==> src/hw/ssr_pkg.sv <==
package ssr_pkg;
    localparam int          DATA_W     = 32;
    localparam int          PADDR_W    = 12;
    localparam int          FIFO_DEPTH = 8;
    localparam int          PTR_W      = 3;
    localparam int          CNT_W      = 4;
    localparam int          N_IRQ      = 6;

    // register byte offsets
    localparam logic [11:0] OFF_CFG    = 12'h000;
    localparam logic [11:0] OFF_DATA   = 12'h008;
    localparam logic [11:0] OFF_STAT   = 12'h00C;
    localparam logic [11:0] OFF_PRESC  = 12'h010;
    localparam logic [11:0] OFF_MASK   = 12'h014;
    localparam logic [11:0] OFF_RAW    = 12'h018;
    localparam logic [11:0] OFF_MIS    = 12'h01C;
    localparam logic [11:0] OFF_ICR    = 12'h020;

    // fifo_status bits
    localparam int          ST_TFE     = 0;
    localparam int          ST_TNF     = 1;
    localparam int          ST_RNE     = 2;
    localparam int          ST_RFF     = 3;
    localparam int          ST_BSY     = 4;

    // interrupt source bits
    localparam int          IRQ_ROR    = 0;
    localparam int          IRQ_RT     = 1;
    localparam int          IRQ_RX     = 2;
    localparam int          IRQ_TX     = 3;
    localparam int          IRQ_TUR    = 4;
    localparam int          IRQ_TE     = 5;

    // interrupt clear bits
    localparam int          ICR_ROR    = 0;
    localparam int          ICR_RT     = 1;
    localparam int          ICR_TUR    = 2;

    // fifo trigger level codes and thresholds
    localparam logic [2:0]  LVL_SEL_1  = 3'h0;
    localparam logic [2:0]  LVL_SEL_4  = 3'h1;
    localparam logic [2:0]  LVL_SEL_8  = 3'h2;
    localparam logic [3:0]  LVL_1      = 4'h1;
    localparam logic [3:0]  LVL_4      = 4'h4;
    localparam logic [3:0]  LVL_8      = 4'h8;

    localparam logic [7:0]  MIN_DIV    = 8'h02;
    localparam logic [7:0]  PRESC_RST  = 8'h00;
    localparam logic [5:0]  MASK_RST   = 6'h00;

    // receive timeout: least time, rounded up to cycles
    localparam int          CLK_NS     = 8;
    localparam int          TMO_NS     = 1024;
    localparam int          TMO_CYC    = (TMO_NS + CLK_NS - 1) / CLK_NS;
    localparam logic [7:0]  TMO_LAST   = 8'(TMO_CYC - 1);

    typedef struct packed {
        logic       stream;
        logic       en;
        logic [2:0] tx_sel;
        logic [2:0] rx_sel;
        logic [7:0] serial_clock_rate_factor;
        logic [4:0] size_m1;
    } ssr_cfg_s;

    localparam int          CFG_W      = $bits(ssr_cfg_s);
    localparam ssr_cfg_s    CFG_RST    = '{stream: 1'b0, en: 1'b0, tx_sel: 3'h0,
                                           rx_sel: 3'h0, serial_clock_rate_factor: 8'h00, size_m1: 5'h07};

    typedef enum logic {ENG_IDLE, ENG_SHIFT} ssr_eng_e;
    typedef logic [N_IRQ-1:0] ssr_irq_t;
endpackage

==> src/hw/ssr_fifo.sv <==
`timescale 1ns/1ps
module ssr_fifo (
    input  wire logic                        pclk,
    input  wire logic                        presetn,
    input  wire logic                        push,
    input  wire logic [ssr_pkg::DATA_W-1:0]  push_data,
    input  wire logic                        pop,
    output logic      [ssr_pkg::DATA_W-1:0]  head,
    output logic      [ssr_pkg::CNT_W-1:0]   count,
    output logic                             full,
    output logic                             empty
);
    logic [ssr_pkg::DATA_W-1:0] mem [ssr_pkg::FIFO_DEPTH];
    logic [ssr_pkg::PTR_W-1:0]  wr_ptr_r;
    logic [ssr_pkg::PTR_W-1:0]  rd_ptr_r;
    logic [ssr_pkg::CNT_W-1:0]  cnt_r;
    logic                       do_push;
    logic                       do_pop;

    assign full    = (cnt_r == ssr_pkg::CNT_W'(ssr_pkg::FIFO_DEPTH));
    assign empty   = (cnt_r == '0);
    // a push into a full fifo is dropped; the caller flags it on the receive side only
    assign do_push = push && !full;
    assign do_pop  = pop && !empty;
    assign head    = mem[rd_ptr_r];
    assign count   = cnt_r;

    always_ff @(posedge pclk)
    begin
        if (do_push)
            mem[wr_ptr_r] <= push_data;
    end

    always_ff @(posedge pclk or negedge presetn)
    begin
        if (!presetn)
        begin
            wr_ptr_r <= '0;
            rd_ptr_r <= '0;
            cnt_r    <= '0;
        end
        else
        begin
            if (do_push)
                wr_ptr_r <= wr_ptr_r + 1'b1;
            if (do_pop)
                rd_ptr_r <= rd_ptr_r + 1'b1;
            if (do_push && !do_pop)
                cnt_r <= cnt_r + 1'b1;
            else if (do_pop && !do_push)
                cnt_r <= cnt_r - 1'b1;
        end
    end
endmodule

==> src/hw/ssr_top.sv <==
// Decided for this implementation: the APB interface to the registers.
`timescale 1ns/1ps
module ssr_top (
    input  wire logic                          pclk,
    input  wire logic                          presetn,
    input  wire logic                          psel,
    input  wire logic                          penable,
    input  wire logic                          pwrite,
    input  wire logic [ssr_pkg::PADDR_W-1:0]   paddr,
    input  wire logic [ssr_pkg::DATA_W-1:0]    pwdata,
    output logic      [ssr_pkg::DATA_W-1:0]    prdata,
    output logic                               pready,
    output logic                               pslverr,
    output logic                               sclk,
    output logic                               mosi,
    output logic                               cs_n,
    input  wire logic                          miso,
    output logic                               irq
);
    function automatic logic [3:0] lvl_thresh(input logic [2:0] sel);
        logic [3:0] t;
        t = ssr_pkg::LVL_1;
        unique case (sel)
            ssr_pkg::LVL_SEL_1: t = ssr_pkg::LVL_1;
            ssr_pkg::LVL_SEL_4: t = ssr_pkg::LVL_4;
            ssr_pkg::LVL_SEL_8: t = ssr_pkg::LVL_8;
            // reserved codes fall back to the lowest level
            default:            t = ssr_pkg::LVL_1;
        endcase
        return t;
    endfunction

    function automatic logic mapped(input logic [ssr_pkg::PADDR_W-1:0] a);
        return (a == ssr_pkg::OFF_CFG)   || (a == ssr_pkg::OFF_DATA) ||
               (a == ssr_pkg::OFF_STAT)  || (a == ssr_pkg::OFF_PRESC) ||
               (a == ssr_pkg::OFF_MASK)  || (a == ssr_pkg::OFF_RAW) ||
               (a == ssr_pkg::OFF_MIS)   || (a == ssr_pkg::OFF_ICR);
    endfunction

    ssr_pkg::ssr_cfg_s          cfg_r;
    ssr_pkg::ssr_eng_e          state_r;
    ssr_pkg::ssr_irq_t          raw;
    ssr_pkg::ssr_irq_t          mis;
    logic [7:0]                 presc_r;
    logic [5:0]                 mask_r;
    logic [ssr_pkg::DATA_W-1:0] prdata_r;
    logic                       ovr_r;
    logic                       tmo_r;
    logic                       tur_r;
    logic                       irq_r;
    logic [7:0]                 tmo_cnt_r;
    logic [15:0]                pre_cnt_r;
    logic [4:0]                 bit_r;
    logic [ssr_pkg::DATA_W-1:0] tx_sh_r;
    logic [ssr_pkg::DATA_W-1:0] rx_sh_r;
    logic                       sclk_r;
    logic                       mosi_r;
    logic                       cs_n_r;

    logic                       setup_rd;
    logic                       acc_wr;
    logic                       acc_rd;
    logic                       tx_push;
    logic                       tx_pop;
    logic                       rx_push;
    logic                       rx_pop;
    logic [ssr_pkg::DATA_W-1:0] tx_head;
    logic [ssr_pkg::DATA_W-1:0] rx_head;
    logic [ssr_pkg::DATA_W-1:0] rx_word;
    logic [ssr_pkg::DATA_W-1:0] fmask;
    logic [ssr_pkg::CNT_W-1:0]  tx_cnt;
    logic [ssr_pkg::CNT_W-1:0]  rx_cnt;
    logic                       tx_full;
    logic                       tx_empty;
    logic                       rx_full;
    logic                       rx_empty;
    logic                       busy;
    logic                       start;
    logic                       tick;
    logic                       frame_done;
    logic                       ovr_set;
    logic                       tmo_set;
    logic                       tur_set;
    logic [7:0]                 div_eff;
    logic [16:0]                period;
    logic [15:0]                half;
    logic [ssr_pkg::DATA_W-1:0] stat_word;

    // zero-wait slave: access phase always completes in its first cycle
    assign pready   = 1'b1;
    assign pslverr  = psel && penable && !mapped(paddr);
    assign prdata   = prdata_r;
    assign setup_rd = psel && !penable && !pwrite;
    assign acc_wr   = psel && penable && pwrite;
    assign acc_rd   = psel && penable && !pwrite;
    assign sclk     = sclk_r;
    assign mosi     = mosi_r;
    assign cs_n     = cs_n_r;
    assign irq      = irq_r;

    assign tx_push  = acc_wr && (paddr == ssr_pkg::OFF_DATA);
    assign rx_pop   = acc_rd && (paddr == ssr_pkg::OFF_DATA);

    ssr_fifo u_tx_fifo (
        .pclk      (pclk),
        .presetn   (presetn),
        .push      (tx_push),
        .push_data (pwdata),
        .pop       (tx_pop),
        .head      (tx_head),
        .count     (tx_cnt),
        .full      (tx_full),
        .empty     (tx_empty)
    );

    ssr_fifo u_rx_fifo (
        .pclk      (pclk),
        .presetn   (presetn),
        .push      (rx_push),
        .push_data (rx_word),
        .pop       (rx_pop),
        .head      (rx_head),
        .count     (rx_cnt),
        .full      (rx_full),
        .empty     (rx_empty)
    );

    assign busy = (state_r == ssr_pkg::ENG_SHIFT) || !tx_empty;

    always_comb
    begin
        stat_word                  = '0;
        stat_word[ssr_pkg::ST_TFE] = tx_empty;
        stat_word[ssr_pkg::ST_TNF] = !tx_full;
        stat_word[ssr_pkg::ST_RNE] = !rx_empty;
        stat_word[ssr_pkg::ST_RFF] = rx_full;
        stat_word[ssr_pkg::ST_BSY] = busy;
    end

    always_comb
    begin
        raw                   = '0;
        raw[ssr_pkg::IRQ_ROR] = ovr_r;
        raw[ssr_pkg::IRQ_RT]  = tmo_r;
        raw[ssr_pkg::IRQ_RX]  = rx_cnt >= lvl_thresh(cfg_r.rx_sel);
        raw[ssr_pkg::IRQ_TX]  = tx_cnt >= lvl_thresh(cfg_r.tx_sel);
        raw[ssr_pkg::IRQ_TUR] = tur_r;
        raw[ssr_pkg::IRQ_TE]  = tx_empty;
    end

    assign mis = raw & mask_r;

    // read data is captured in the setup cycle so prdata comes from a flop
    always_ff @(posedge pclk or negedge presetn)
    begin
        if (!presetn)
            prdata_r <= '0;
        else if (setup_rd)
        begin
            unique case (paddr)
                ssr_pkg::OFF_CFG:   prdata_r <= 32'(cfg_r);
                ssr_pkg::OFF_DATA:  prdata_r <= rx_empty ? '0 : rx_head;
                ssr_pkg::OFF_STAT:  prdata_r <= stat_word;
                ssr_pkg::OFF_PRESC: prdata_r <= 32'(presc_r);
                ssr_pkg::OFF_MASK:  prdata_r <= 32'(mask_r);
                ssr_pkg::OFF_RAW:   prdata_r <= 32'(raw);
                ssr_pkg::OFF_MIS:   prdata_r <= 32'(mis);
                default:            prdata_r <= '0;
            endcase
        end
    end

    always_ff @(posedge pclk or negedge presetn)
    begin
        if (!presetn)
        begin
            cfg_r   <= ssr_pkg::CFG_RST;
            presc_r <= ssr_pkg::PRESC_RST;
            mask_r  <= ssr_pkg::MASK_RST;
        end
        else if (acc_wr)
        begin
            if (paddr == ssr_pkg::OFF_CFG)
                cfg_r <= ssr_pkg::ssr_cfg_s'(pwdata[ssr_pkg::CFG_W-1:0]);
            if (paddr == ssr_pkg::OFF_PRESC)
                presc_r <= pwdata[7:0];
            if (paddr == ssr_pkg::OFF_MASK)
                mask_r <= pwdata[ssr_pkg::N_IRQ-1:0];
        end
    end

    // divisor below the legal minimum is run as the minimum; an odd
    // period (divisor times one more than the rate factor) loses its low bit in the half period
    assign div_eff = (presc_r < ssr_pkg::MIN_DIV) ? ssr_pkg::MIN_DIV : presc_r;
    assign period  = 17'(div_eff) * (17'(cfg_r.serial_clock_rate_factor) + 17'h1);
    assign half    = period[16:1];
    assign tick    = (state_r == ssr_pkg::ENG_SHIFT) && (pre_cnt_r == half - 16'h1);

    assign start      = (state_r == ssr_pkg::ENG_IDLE) && cfg_r.en && !tx_empty;
    assign tx_pop     = start;
    assign frame_done = tick && sclk_r && (bit_r == '0);
    assign fmask      = 32'hFFFFFFFF >> (5'h1F - cfg_r.size_m1);
    assign rx_word    = rx_sh_r & fmask;
    assign rx_push    = frame_done && !rx_full;
    assign ovr_set    = frame_done && rx_full;
    // a stream that runs dry between frames counts as underrun
    assign tur_set    = frame_done && cfg_r.stream && tx_empty;

    always_ff @(posedge pclk or negedge presetn)
    begin
        if (!presetn)
            pre_cnt_r <= '0;
        else if (state_r != ssr_pkg::ENG_SHIFT || tick)
            pre_cnt_r <= '0;
        else
            pre_cnt_r <= pre_cnt_r + 16'h1;
    end

    // mode 0 master: sample on rising edge, drive on falling edge;
    // changing the frame size mid-frame corrupts that frame
    always_ff @(posedge pclk or negedge presetn)
    begin
        if (!presetn)
        begin
            state_r <= ssr_pkg::ENG_IDLE;
            sclk_r  <= 1'b0;
            cs_n_r  <= 1'b1;
            mosi_r  <= 1'b0;
            bit_r   <= '0;
            tx_sh_r <= '0;
            rx_sh_r <= '0;
        end
        else
        begin
            unique case (state_r)
                ssr_pkg::ENG_IDLE:
                begin
                    if (start)
                    begin
                        state_r <= ssr_pkg::ENG_SHIFT;
                        cs_n_r  <= 1'b0;
                        tx_sh_r <= tx_head;
                        bit_r   <= cfg_r.size_m1;
                        mosi_r  <= tx_head[cfg_r.size_m1];
                        rx_sh_r <= '0;
                    end
                end
                ssr_pkg::ENG_SHIFT:
                begin
                    if (tick)
                    begin
                        sclk_r <= !sclk_r;
                        if (!sclk_r)
                            rx_sh_r <= {rx_sh_r[ssr_pkg::DATA_W-2:0], miso};
                        else if (bit_r == '0)
                        begin
                            state_r <= ssr_pkg::ENG_IDLE;
                            cs_n_r  <= 1'b1;
                        end
                        else
                        begin
                            bit_r  <= bit_r - 5'h1;
                            mosi_r <= tx_sh_r[bit_r - 5'h1];
                        end
                    end
                end
            endcase
        end
    end

    assign tmo_set = (tmo_cnt_r == ssr_pkg::TMO_LAST) && !rx_empty && !rx_pop;

    always_ff @(posedge pclk or negedge presetn)
    begin
        if (!presetn)
            tmo_cnt_r <= '0;
        else if (rx_empty || rx_pop)
            tmo_cnt_r <= '0;
        else if (tmo_cnt_r != ssr_pkg::TMO_LAST)
            tmo_cnt_r <= tmo_cnt_r + 8'h1;
    end

    // sticky sources: a set in the same cycle as a clear wins
    always_ff @(posedge pclk or negedge presetn)
    begin
        if (!presetn)
        begin
            ovr_r <= 1'b0;
            tmo_r <= 1'b0;
            tur_r <= 1'b0;
        end
        else
        begin
            ovr_r <= ovr_set || (ovr_r && !(acc_wr && paddr == ssr_pkg::OFF_ICR
                                            && pwdata[ssr_pkg::ICR_ROR]));
            tmo_r <= tmo_set || (tmo_r && !(acc_wr && paddr == ssr_pkg::OFF_ICR
                                            && pwdata[ssr_pkg::ICR_RT]));
            tur_r <= tur_set || (tur_r && !(acc_wr && paddr == ssr_pkg::OFF_ICR
                                            && pwdata[ssr_pkg::ICR_TUR]));
        end
    end

    always_ff @(posedge pclk or negedge presetn)
    begin
        if (!presetn)
            irq_r <= 1'b0;
        else
            irq_r <= |mis;
    end

    logic [15:0] gap_r;

    always_ff @(posedge pclk or negedge presetn)
    begin
        if (!presetn)
            gap_r <= 16'h1;
        // restarts on the toggle edge itself so every half period counts alike
        else if (state_r != ssr_pkg::ENG_SHIFT || tick)
            gap_r <= 16'h1;
        else
            gap_r <= gap_r + 16'h1;
    end
endmodule
==> config.mk <==
export PLATFORM = sky130hd
export DESIGN_NAME = ssr_top
export DESIGN_NICKNAME = d
export VERILOG_FILES = /design/src/hw/ssr_pkg.sv /design/src/hw/ssr_fifo.sv /design/src/hw/ssr_top.sv
export SDC_FILE = /design/constraint.sdc
export NUM_CORES = 1
export LEC_CHECK = 0
export BUFFER_PORTS_ARGS = -buffer_cell sky130_fd_sc_hd__buf_4
export CAP_MARGIN = 20
export CORE_ASPECT_RATIO = 1.4
export CORE_UTILIZATION = 38
export CTS_CLUSTER_DIAMETER = 50
export DETAILED_ROUTE_END_ITERATION = 12
export PLACE_DENSITY = 0.53
export SLEW_MARGIN = 20
export SYNTH_ARGS = -nofsm -noshare
export SYNTH_HDL_FRONTEND = slang
export SYNTH_SLANG_ARGS = --single-unit
==> constraint.sdc <==
create_clock -name pclk -period 15.7 [get_ports pclk]
set_input_delay 0 -clock pclk [delete_from_list [all_inputs] [get_ports pclk]]
set_output_delay 0 -clock pclk [all_outputs]
set_load 0.03 [all_outputs]
==> key figures <==
Status
  – Run status: finished, final reports clean

Global routing
  – First-pass GRT wire length: 123 mm
  – Largest net degree at the start of global routing: 74
  – Total congestion overflow: 0
  – Initial antenna violation count: 4
  – GRT Total Usage: 18.9%
  – Vias in the first global route: 19899

Final layout
  – Layout Nets: 2492
  – Footprint of the multi-input gates: 0.0115 mm²
  – Area delta synth->final: 15.2%
  – Finished Core Util: 44.2%
  – Fillcell total: 7533
  – Layout cell share with drive strength beyond 1: 20.2%
  – Storage element area: 0.0201 mm²
  – Final std cells w/o fill: 3494

Run
  – Max-cap violations: 0

Clock tree
  – Setup bufs post-CTS: 0
  – Root buf cell: clkbuf_16
  – Post-CTS Hold Buffers: 44
  – CTS clock-pin slew for the worst setup and hold paths: 60 ps
  – Number of H-tree levels: 3
  – # resized after CTS: 0
  – Clock Latency Late Sink: 640 ps
  – CTS buffer count: 77
  – CTS tree: done
  – Clock sink count: 700
  – Clock tree buffer depth: 3

Synthesis
  – Main flop type after synthesis: edfxtp_1
  – Register area share after synthesis: 62.2%
  – Gate count after technology mapping: 2221
  – Post-synth EDFFs: 512
  – Post-synthesis cell area: 0.0323 mm²
  – Ys async rst share: 26.9%
  – Synthesis Warnings: 0
  – Yosys cell types: 83
  – Number of synthesized register bits: 700
  – Syn Area/Cell: 14.5 µm²
  – Syn_nets: 2373

Routing
  – Vias per cell: 5.46
  – Iteration-0 DRC Markers: 1447
  – Post-route DRC: 0
  – Final WL: 80.3 mm
  – DRT antenna net count: 0
  – Pre-antenna DRT Iters: 6
  – Wire per inst: 23.0 µm
  – Via count: 19080

Timing
  – Final count of negative-setup-slack endpoints: 0
  – RSZ-0062 raised after global routing: false
  – Period utilization: 59.3%
  – Minimum clock period: 9310 ps
  – Relative slew slack: 19.4%
  – Least-Margin Pin Slew: 1180 ps
  – Setup TNS: 0 ps
  – Clock Skew: 29.9 ps
  – WHS: 134 ps
  – Max Freq: 0.107 GHz
  – Final slew viol count: 0
  – Endpoints failing hold: 0

Pwr
  – Cell Pwr Density: 108 mW/mm²
  – Total power after layout: 4.01 mW
  – Leakage: 13.0 nW
  – Max IR drop VDD: 0.0694 mV

Floorplan
  – Die H: 347 µm
  – Die W: 248 µm
  – Site Rows: 126
  – Initial Util: 38.4%
  – IO Count: 88
  – Die area: 0.0862 mm²
  – Core Area: 0.0842 mm²

Critical path
  – Reg2reg setup slack: 6390 ps
  – CP startpoint kind: flop
  – Crit Path Max Fanout: 12
  – Required time worst endpoint: 16200 ps
  – CP peak stage delay: 790 ps
  – Worst setup path class: flop to flop
  – Arrival time worst endpoint: 9810 ps
  – CP startpoint: cfg_r[5]$_DFFE_PN0P_
  – Worst path slowest cell: a2111oi_2
  – R2R Path Start: cfg_r[5]$_DFFE_PN0P_
  – Crit. End Element: flop

Placed design
  – Port Buf Inserts: 86
  – Placer Congestion: 0.854
  – Placed cells: 3304
  – DP HPWL: 52.0 mm

Min path
  – Tightest Hold Check Type: input pin to flop
  – HP Start: paddr[10]
[path summary, 6_finish.rpt]
| check | to | cells after the start |
|---|---|---|
| max | u_rx_fifo.count[3]$_DFFE_PN0P_ | 28 |
| max in group asynchronous | prdata[14]$_DFFE_PN0P_ | 5 |
| min reg2reg | cs_n$_DFFE_PN1P_ | 2 |
| min | prdata[2]$_DFFE_PN0P_ | 7 |
| min in group asynchronous | prdata[4]$_DFFE_PN0P_ | 4 |
| max reg2reg | u_rx_fifo.count[3]$_DFFE_PN0P_ | 28 |
[registers in the layout, indices dropped and copies added (netlist names), 4 cells and up]
name / count
bit_r: 5
rx_sh_r: 32
u_rx_fifo.mem: 256
u_tx_fifo.count: 4
u_rx_fifo.count: 4
prdata: 32
mask_r: 6
tmo_cnt_r: 8
u_tx_fifo.mem: 256
presc_r: 8
tx_sh_r: 32
cfg_r: 21
pre_cnt_r: 16
[layer usage]
layer  global-route usage, %  vias to the layer above  part of all wire, %
met5                       0                        -                0.012
met1                    24.2                     9892                   42
met4                    6.49                        2                  3.0
met3                    2.35                      134                  4.0
met2                    33.0                      433                   51
li1                        -                     8619                    -
[metrics by stage]
stage                     area [µm²]  setup WS (ps)
after floorplan                32300           5620
after global placement         34200           6560
after detailed placement       34200           6350
after CTS                      37200           6330
after global routing           37200           5810
final                          37200           6390
[cell usage in the layout (no fill, tap or decap), drive strengths merged, types with 11 or more instances in the layout]
cell           n
mux2i         69
and2          20
inv           99
clkbuf       102
fa            44
dlygate4sd3   43
mux2          39
dfrtp        184
nor3          21
o31ai         14
nor2          99
a31oi         11
ha            58
a21oi         48
buf          115
xor2          27
nor2b         24
o21ai         78
clkinv        27
edfxtp       512
or3           39
nand3         97
xnor2         38
and3          28
nand2        239
mux4         147
nor4          12
[worst max-delay path: cells and delay by family, from the launching register on]
family	cells	cell delay [ps]
flip-flops	1	560
XOR/XNOR	3	790
AO/OA/AOI/OAI	6	2110
buffers and inverters	3	260
AND/OR/NAND/NOR	8	2200
adder cells (fa/ha/maj)	8	3270
[Yosys cell counts (6+ instances only)]
cell type,instances,area [µm²]
a221oi_1,7,61.3
a21o_1,9,67.6
xnor2_1,38,333
ha_1,58,726
o21ai_0,77,385
nor4_1,12,75.1
dfrtp_1,184,4600
or2_2,9,56.3
nand3_1,97,485
fa_1,44,881
nand2b_1,8,50.1
a211oi_1,7,52.6
or4_1,6,45.0
o31ai_1,14,105
nand2_1,238,893
nor3_1,21,105
xor2_1,27,236
and3_1,28,175
nor2_1,99,372
nand4_1,8,50.1
inv_1,91,342
o211a_1,7,70.1
mux2i_1,69,691
clkbuf_1,90,338
mux2_2,39,439
mux4_2,147,3310
buf_1,16,60.1
nor2b_1,24,150
edfxtp_1,512,15400
o22ai_1,9,56.3
or3_1,39,244
and2_1,19,119
buf_2,8,40.0
o21a_1,7,52.6
o211ai_1,6,45.0
a21oi_1,46,230
a31oi_1,11,68.8
[logic make-up after synthesis]
family / count (synthesis) / share of synthesized area (%)
flops: 700 / 62.2
other cells: 1 / 0.0116
compound gates: 254 / 5.29
mux: 255 / 13.7
fa+ha+maj: 102 / 4.97
simple gates: 631 / 9.42
xor+xnor: 66 / 1.83
buf+inv: 212 / 2.57
[where the power goes]
| group | switching [mW] | internal, mW |
|---|---|---|
| sequential | 0.0258 | 1.99 |
| combinational | 0.108 | 0.0702 |
| clock | 0.768 | 1.05 |
[final cells by class]
class,instances,area share [%]
diodes,2,0.0134
flip-flops and latches,700,54.0
repair buffers,158,3.58
well taps,1088,3.66
clock inverters,41,1.25
inverters,94,0.947
multi-input cells,1309,30.9
clock buffers,102,5.67
Note: power is estimated with default switching activity, not from simulation.
